--- src/rtl/spg_defines.svh ---
`ifndef SPG_DEFINES_SVH
`define SPG_DEFINES_SVH

// ==========================================================
// register offsets (byte addresses, one word each)
`define SPG_OFS_CMD     8'h00
`define SPG_OFS_OPND    8'h04
`define SPG_OFS_STATUS  8'h08
`define SPG_OFS_RDATA   8'h0C

// ==========================================================
// field positions
`define SPG_CMD_CODE_LSB  0
`define SPG_CMD_HOLD_BIT  4
`define SPG_CMD_DISCH_BIT 5
`define SPG_ST_BUSY_BIT   0
`define SPG_ST_DONE_BIT   1
`define SPG_ST_REFUSE_BIT 2

// ==========================================================
// reset values
`define SPG_RST_CODE    4'h0
`define SPG_RST_OPND    16'h0000
`define SPG_RST_RDATA   16'h0000

// ==========================================================
// frame layout and commands
`define SPG_FRAME_BITS  20
`define SPG_CODE_BITS   4
`define SPG_IN_BITS     8
`define SPG_CODE_CORE   4'h0
`define SPG_CODE_SHOUT  4'h2

// ==========================================================
// timing
`define SPG_CLK_MHZ       40
`define SPG_HALF_CYC      4
`define SPG_T_TURN_NS     40
`define SPG_T_PROG_US     1000
`define SPG_T_DISCH_US    100
`define SPG_TURN_CYC      ((`SPG_T_TURN_NS * `SPG_CLK_MHZ + 999) / 1000)
`define SPG_PROG_CYC      (`SPG_T_PROG_US * `SPG_CLK_MHZ)
`define SPG_DISCH_CYC     (`SPG_T_DISCH_US * `SPG_CLK_MHZ)
`define SPG_TAIL_CYC      3

`endif

--- src/rtl/spg_pkg.sv ---
package spg_pkg;

   // ==========================================================
   // frame engine states
   typedef enum logic [2:0] {
      SPG_IDLE  = 3'b000,
      SPG_LOW   = 3'b001,
      SPG_HIGH  = 3'b010,
      SPG_TURN  = 3'b011,
      SPG_TAIL  = 3'b100,
      SPG_DISCH = 3'b101
   } spg_state_type;

   // ==========================================================
   // one frame request as software set it up
   typedef struct packed {
      logic [3:0]  code;
      logic [15:0] operand;
      logic        hold_prog;
      logic        discharge;
   } spg_req_type;

endpackage : spg_pkg

--- src/rtl/spg_host.sv ---
`timescale 1ns/1ps
`default_nettype none
`include "spg_defines.svh"

// Operation
// - clock pin is driven here; data changes after rise, sampled at fall, LSB first
// - each frame is 4 code bits then 16 operand bits
// - software clears memory-select bits 7:6 before an EEPROM write
// - write-enable bit 2 must be set first; device refuses writes otherwise
// - write-start bit 1; device write begins on falling edge of 24th clock; the device model writes at the end of the second no-op frame
// - device clears write-start; software polls via table latch shift-out
// - after EEPROM write hold clock low for discharge time
// - ID programming loads only first 8 write buffer bytes
// - ID write: three 1101, one 1111, no-op with clock high then low
// - ID locations are erased before rewriting
// - table read returns byte LSB first in final 8 clocks
// - clock held low for turnaround after 8th operand clock on reads
// - pointer wraps past code memory; software reloads 200000h
// - first read of a protected block is discarded and repeated
// - code verify pairs two consecutive bytes into a word
// - configuration bytes are compared one at a time
module spg_host #(
   parameter int HALF_CYC  = `SPG_HALF_CYC,
   parameter int TURN_CYC  = `SPG_TURN_CYC,
   parameter int PROG_CYC  = `SPG_PROG_CYC,
   parameter int DISCH_CYC = `SPG_DISCH_CYC
) (
   // clock and reset
   input  wire logic        pclk,
   input  wire logic        presetn,
   // apb slave
   input  wire logic        psel,
   input  wire logic        penable,
   input  wire logic        pwrite,
   input  wire logic [7:0]  paddr,
   input  wire logic [31:0] pwdata,
   output var  logic [31:0] prdata,
   output logic             pready,
   output logic             pslverr,
   // programming pins
   output var  logic        prog_clk,
   output var  logic        prog_dat_o,
   output var  logic        prog_dat_oe,
   input  wire logic        prog_dat_i
);
   import spg_pkg::*;

   // ==========================================================
   // state
   spg_state_type state, next_state;
   spg_req_type   req, next_req;
   logic [23:0]   cnt, next_cnt;
   logic [4:0]    bit_idx, next_bit_idx;
   logic [19:0]   shift, next_shift;
   logic [7:0]    rx, next_rx;
   logic [15:0]   rdata, next_rdata;
   logic [1:0]    cap, next_cap;
   logic          done, next_done;
   logic          refused, next_refused;
   logic          next_prog_clk;
   logic          next_prog_dat_o;
   logic          next_prog_dat_oe;
   logic [31:0]   next_prdata;
   logic          din_s1;
   logic          din_s2;

   // ==========================================================
   // helpers
   logic        apb_wr;
   logic        apb_setup;
   logic        mapped;
   logic        is_read;
   logic        rx_bit;
   logic [23:0] high_lim;

   assign apb_wr    = psel & penable & pwrite;
   assign apb_setup = psel & ~penable;
   assign mapped    = (paddr == `SPG_OFS_CMD) | (paddr == `SPG_OFS_OPND) |
                      (paddr == `SPG_OFS_STATUS) | (paddr == `SPG_OFS_RDATA);
   // zero-wait slave: every access completes in its first access cycle
   assign pready    = 1'b1;
   assign pslverr   = psel & penable & ~mapped;

   // 0010 and 10xx frames have 8 in-bits then 8 out-bits
   assign is_read   = (req.code == `SPG_CODE_SHOUT) | (req.code[3:2] == 2'b10);
   assign rx_bit    = is_read & (bit_idx >= 5'(`SPG_CODE_BITS + `SPG_IN_BITS));
   // the 4th clock of a frame may be stretched high for the program time
   assign high_lim  = (req.hold_prog && bit_idx == 5'd3) ? 24'(PROG_CYC - 1)
                                                         : 24'(HALF_CYC - 1);

   // ==========================================================
   // next values
   always_comb begin
      next_state       = state;
      next_req         = req;
      next_cnt         = cnt;
      next_bit_idx     = bit_idx;
      next_shift       = shift;
      next_rx          = rx;
      next_rdata       = rdata;
      next_cap         = {cap[0], 1'b0};
      next_done        = done;
      next_refused     = refused;
      next_prog_clk    = prog_clk;
      next_prog_dat_o  = prog_dat_o;
      next_prog_dat_oe = prog_dat_oe;
      next_prdata      = prdata;

      // register reads latched in setup so the data comes from flops
      if (apb_setup) begin
         unique case (paddr)
            `SPG_OFS_CMD:    next_prdata = {26'h0, req.discharge, req.hold_prog, req.code};
            `SPG_OFS_OPND:   next_prdata = {16'h0, req.operand};
            `SPG_OFS_STATUS: next_prdata = {26'h0, 3'(state), refused, done, state != SPG_IDLE};
            `SPG_OFS_RDATA:  next_prdata = {16'h0, rdata};
            default:         next_prdata = 32'h0;
         endcase
      end

      // sticky flags: write one to clear; a set below wins
      if (apb_wr && paddr == `SPG_OFS_STATUS) begin
         if (pwdata[`SPG_ST_DONE_BIT]) begin
            next_done = 1'b0;
         end
         if (pwdata[`SPG_ST_REFUSE_BIT]) begin
            next_refused = 1'b0;
         end
      end

      if (apb_wr && paddr == `SPG_OFS_OPND) begin
         if (state != SPG_IDLE) begin
            next_refused = 1'b1;
         end else begin
            next_req.operand = pwdata[15:0];
         end
      end

      // pointer, control and data set-up (including select bits, write enable,
      // ID base reload and erase) are plain core frames composed by software
      if (apb_wr && paddr == `SPG_OFS_CMD) begin
         if (state != SPG_IDLE) begin
            next_refused = 1'b1;
         end else begin
            next_req.code      = pwdata[`SPG_CMD_CODE_LSB +: 4];
            next_req.hold_prog = pwdata[`SPG_CMD_HOLD_BIT];
            next_req.discharge = pwdata[`SPG_CMD_DISCH_BIT];
            next_shift         = {req.operand, pwdata[`SPG_CMD_CODE_LSB +: 4]};
            next_bit_idx       = 5'd0;
            next_cnt           = 24'd0;
            next_state         = SPG_LOW;
         end
      end

      // received bits: sampled two cycles after our falling edge
      if (cap[1]) begin
         next_rx = {din_s2, rx[7:1]};
      end

      unique case (state)
         SPG_IDLE: begin
            next_prog_clk    = 1'b0;
            next_prog_dat_oe = 1'b0;
         end
         SPG_LOW: begin
            if (cnt >= 24'(HALF_CYC - 1)) begin
               next_cnt         = 24'd0;
               next_state       = SPG_HIGH;
               next_prog_clk    = 1'b1;
               // data changes right after the rising edge
               next_prog_dat_o  = shift[bit_idx];
               next_prog_dat_oe = ~rx_bit;
            end else begin
               next_cnt = cnt + 24'd1;
            end
         end
         SPG_HIGH: begin
            if (cnt >= high_lim) begin
               next_cnt      = 24'd0;
               next_prog_clk = 1'b0;
               next_bit_idx  = bit_idx + 5'd1;
               next_cap      = {cap[0], rx_bit};
               if (bit_idx == 5'(`SPG_FRAME_BITS - 1)) begin
                  next_state = SPG_TAIL;
               end else if (is_read && bit_idx == 5'(`SPG_CODE_BITS + `SPG_IN_BITS - 1)) begin
                  // release the pin and hold clock low for the turnaround
                  next_prog_dat_oe = 1'b0;
                  next_state       = SPG_TURN;
               end else begin
                  next_state = SPG_LOW;
               end
            end else begin
               next_cnt = cnt + 24'd1;
            end
         end
         SPG_TURN: begin
            if (cnt >= 24'(TURN_CYC - 1)) begin
               next_cnt   = 24'd0;
               next_state = SPG_LOW;
            end else begin
               next_cnt = cnt + 24'd1;
            end
         end
         SPG_TAIL: begin
            next_prog_dat_oe = 1'b0;
            if (cnt >= 24'(`SPG_TAIL_CYC)) begin
               next_cnt  = 24'd0;
               next_done = 1'b1;
               if (is_read) begin
                  // keep the previous byte above so two reads form a word
                  next_rdata = {rdata[7:0], rx};
               end
               next_state = req.discharge ? SPG_DISCH : SPG_IDLE;
            end else begin
               next_cnt = cnt + 24'd1;
            end
         end
         SPG_DISCH: begin
            // clock stays low so the array can discharge
            next_prog_clk = 1'b0;
            if (cnt >= 24'(DISCH_CYC - 1)) begin
               next_cnt   = 24'd0;
               next_state = SPG_IDLE;
            end else begin
               next_cnt = cnt + 24'd1;
            end
         end
         default: begin
            next_state = SPG_IDLE;
         end
      endcase
   end

   // ==========================================================
   // registers
   always_ff @(posedge pclk or negedge presetn) begin
      if (!presetn) begin
         state       <= SPG_IDLE;
         req         <= '{code: `SPG_RST_CODE, operand: `SPG_RST_OPND, hold_prog: 1'b0, discharge: 1'b0};
         cnt         <= 24'h000000;
         bit_idx     <= 5'h00;
         shift       <= 20'h00000;
         rx          <= 8'h00;
         rdata       <= `SPG_RST_RDATA;
         cap         <= 2'h0;
         done        <= 1'b0;
         refused     <= 1'b0;
         prog_clk    <= 1'b0;
         prog_dat_o  <= 1'b0;
         prog_dat_oe <= 1'b0;
         prdata      <= 32'h00000000;
         din_s1      <= 1'b0;
         din_s2      <= 1'b0;
      end else begin
         state       <= next_state;
         req         <= next_req;
         cnt         <= next_cnt;
         bit_idx     <= next_bit_idx;
         shift       <= next_shift;
         rx          <= next_rx;
         rdata       <= next_rdata;
         cap         <= next_cap;
         done        <= next_done;
         refused     <= next_refused;
         prog_clk    <= next_prog_clk;
         prog_dat_o  <= next_prog_dat_o;
         prog_dat_oe <= next_prog_dat_oe;
         prdata      <= next_prdata;
         din_s1      <= prog_dat_i;
         din_s2      <= din_s1;
      end
   end

endmodule : spg_host
`default_nettype wire

--- config.mk ---
export PLATFORM = sky130hd
export DESIGN_NAME = spg_host
export DESIGN_NICKNAME = d
export VERILOG_FILES = /design/src/rtl/spg_pkg.sv /design/src/rtl/spg_host.sv
export VERILOG_INCLUDE_DIRS = /design/src /design/src/rtl
export SDC_FILE = /design/constraint.sdc
export NUM_CORES = 1
export LEC_CHECK = 0
export BUFFER_PORTS_ARGS = -buffer_cell sky130_fd_sc_hd__buf_4
export CAP_MARGIN = 20
export CORE_UTILIZATION = 45
export CTS_CLUSTER_SIZE = 16
export DETAILED_ROUTE_END_ITERATION = 10
export PLACE_DENSITY = 0.65
export SLEW_MARGIN = 20
export SYNTH_ARGS = -nofsm -noshare
export SYNTH_HDL_FRONTEND = slang
export SYNTH_SLANG_ARGS = --single-unit
--- constraint.sdc ---
create_clock -name pclk -period 3.5 [get_ports pclk]
set_input_delay 0.525 -clock pclk [delete_from_list [all_inputs] [get_ports pclk]]
set_output_delay 0.525 -clock pclk [all_outputs]
set_load 0.03 [all_outputs]
==> reports/qor.csv <==
stage;metric;value;unit
timing;clock.fmax;0.3060;GHz
drt;wl_per_cell;16.35;um
worst_setup_path;end_kind;flop;
drt;drc_errors;0;
finish;diodes;0;
timing;rsz0062_at_grt;yes;
finish;fillers;1120;
finish;layout-drive-gt1-share;25.32;%
global_route;antenna_found_initial;0;
floorplanning;row_count;41;
worst_setup_path;crit_start;bit_idx[0]$_DFF_PN0_;
global_route;grt-ovfl-total;0;
floorplanning;core-area;0.01272;sq mm
worst_setup_path;worstSetupPathType;reg2reg;
synthesis;netlist_instances;568;
timing;max-slew-margin-rel;45.62;%
drt;firstDrtPassIters;4;
placed_design;gp_congestion;0.8228;
placed_design;dpl.hpwl;9301;um
worst_setup_path;critPathRequiredTime;3.84;ns
clocking;htree_levels;4;
run;drv_cap;0;
synthesis;synth_flop_cell;dfrtp_1;
global_route;globalRouteTotalUtil;21.98;%
timing;worstMarginPinSlew;0.8157;ns
floorplanning;dieArea;0.01361;sq mm
drt;drtAntennaViolNets;0;
placed_design;dp_slack;-0.01921;ns
timing;period_needed;3.268;ns
finish;final_util;55.37;%
synthesis;ys_types;64;
clocking;holdBufCountCts;0;
finish;syn2layout_area_growth;19.03;%
pwr;p_total;4.048;mW
clocking;clkLatencyLatePin;0.42;ns
global_route;grt_max_degree;56;
floorplanning;fp.dieH;116.7;um
clocking;cts_buffer_depth;2;
finish;layout.nets;678;
timing;setup_slack;0.2324;ns
worst_setup_path;regToRegSetupSlack;0.23;ns
worst_setup_path;startpoint_type;flop;
worst_setup_path;reg2reg_depth;12;
drt;routed_via_density;5.491;
pwr;peakVddDrop;0.4673;mV
timing;fin_crit_sh;93.36;%
floorplanning;pin_count;83;
timing;setup_viol;0;
pwr;p_leak;3.416;nW
floorplanning;start_util;46.52;%
drt;drt-total-wl;13150;um
clocking;cts_tree;yes;
timing;final_max_slew_viol_count;0;
timing;hold_violations;0;
synthesis;ys_warn_count;0;
synthesis;syn_area;0.005918;sq mm
global_route;grt_pass1_vias;4519;
clocking;clk_pin_slew;0.06;ns
timing;skew;0.01343;ns
clocking;cts-root-buf;clkbuf_16;
drt;drtIter0Drc;278;
synthesis;async_reset_ff_share;100.0;%
clocking;clkSinkCount;119;
pwr;p_per_area;574.7;mW/mm^2
placed_design;numPortBuffers;49;
worst_setup_path;r2r_start;bit_idx[0]$_DFF_PN0_;
synthesis;synth_seq_cells;119;
synthesis;ys_seq_area_share;50.32;%
timing;fin_tns_setup;0;ns
clocking;cts_inserted_buffers;17;
worst_setup_path;r2r_end;cnt[15]$_DFFE_PN0P_;
worst_setup_path;cp.arrival;3.61;ns
drt;vias;4415;
global_route;grt_pass1_wl;22490;um
synthesis;synth_edf_count;0;
run_status;status;finished, final reports clean;
worst_setup_path;crit_fanout;20;
worst_hold_path;hold_class;in2async;
synthesis;synth.avg_cell_area;10.42;sq um
floorplanning;die_w;116.7;um
-- synth_stat cells, drive strengths merged, types with 7 or more instances --
cell type	count	area (sq um)
a21oi	8	40.04
buf	22	162.6
clkbuf	26	97.59
dfrtp	119	2978
ha	13	162.7
inv	10	37.54
mux2	40	450.4
mux2i	17	170.2
mux4	7	157.7
nand2	104	392.9
nand3	21	105.1
nor2	29	108.9
nor3	9	45.04
o21ai	46	249.0
or3b	7	61.31
-- sequential cells by signal, indices dropped and copies added (netlist names) --
| register | flops |
|---|---|
| cnt | 24 |
| req | 21 |
| shift | 17 |
| prdata | 16 |
| rdata | 16 |
| rx | 8 |
| bit_idx | 5 |
| state | 3 |
| cap | 2 |
| din_s1 | 1 |
| din_s2 | 1 |
| done | 1 |
| prog_clk | 1 |
| prog_dat_o | 1 |
| prog_dat_oe | 1 |
| refused | 1 |
-- worst max path at each step --
stage          cells past startpoint             endpoint  slack (ns)
2_1_floorplan                     11   cnt[9]$_DFFE_PN0P_        0.61
3_3_place_gp                      11   cnt[4]$_DFFE_PN0P_        0.18
3_5_place_dp                      11   cnt[7]$_DFFE_PN0P_       -0.02
4_1_cts                           12   cnt[6]$_DFFE_PN0P_        0.19
5_1_grt                           12  cnt[15]$_DFFE_PN0P_      -0.006
6_report                          12  cnt[15]$_DFFE_PN0P_        0.23
-- layout by cell type (no fill, tap or decap), drive strengths merged, types with 6 or more instances in the layout --
cell type,netlist,final
mux2,40,40
o21ai,46,46
dfrtp,119,119
nor4,6,6
ha,13,13
a21oi,8,8
mux4,7,7
nor3,9,9
nor2,29,29
nand3,21,21
clkbuf,26,20
inv,10,15
buf,22,65
mux2i,17,17
conb,2,17
nand4,6,6
nand2,104,104
and3,6,6
or3b,7,7
-- timing repair --
action | 4_1_cts | 5_1_grt
cloned | 0 | 0
resized for setup | 1 | 2
hold endpoints to repair | 0 | 0
pin swaps | 0 | 1
setup endpoints to repair | 3 | 9
setup buffers | 0 | 1
-- power breakdown --
group	internal, mW	switching, mW
Clock	1.11	0.650
Sequential	1.43	0.0661
Combinational	0.295	0.494
Total	2.84	1.21
-- layer usage --
| metal | global-route usage, % | share of wire [%] | wire [um] | vias up |
|---|---|---|---|---|
| met2 | 38.38 | 52 | 6865 | 123 |
| met5 | 0 | 0 | 0 | - |
| met1 | 25.58 | 42 | 5471 | 2196 |
| met3 | 6.020 | 4.9 | 639 | 15 |
| li1 | - | - | - | 2081 |
| met4 | 8.861 | 1.3 | 170 | 0 |
-- critical path: stages (launching register included) --
cell and delay, ns:
dfrtp_1 0.36, ha_1 0.18, nand2b_1 0.07, nor2_1 0.12
nand3b_1 0.24, ha_1 0.38, a2111oi_0 0.39, o21ai_1 0.16
a2111o_1 0.43, nand4_2 0.14, buf_4 0.26, or3b_1 0.38
o21ai_2 0.06
-- through the flow --
| step | area (sq um) | hold slack (ns) | instances |
|---|---|---|---|
| after detailed placement | 6425 | 0.3347 | 771 |
| final | 7044 | 0.1514 | 804 |
| after global placement | 6425 | 0.3331 | 771 |
| after CTS | 7032 | 0.1814 | 803 |
| after floorplan | 5974 | 0.2294 | 583 |
| after global routing | 7044 | 0.1871 | 804 |
-- kinds of logic (layout without fill, tap and decap cells) --
group	count (synthesis)	count (layout)	share of synthesized area, %
compound gates	86	86	9.408
xor+xnor	3	3	0.4441
fa+ha+maj	13	13	2.748
buf+inv	58	107	5.032
flops	119	119	50.32
mux	64	64	13.15
other cells	2	17	0.1269
simple gates	223	223	18.77
-- cell type report --
class | instances | area, sq um | share of cell area, %
clock buffers | 20 | 466.7 | 6.625
clock inverters | 12 | 137.6 | 1.954
inverters | 10 | 37.54 | 0.5329
multi-input cells | 406 | 2721 | 38.63
flip-flops and latches | 119 | 2978 | 42.27
well taps | 172 | 215.2 | 3.055
repair buffers | 65 | 488.0 | 6.927
(Power assumes the default switching activity.)
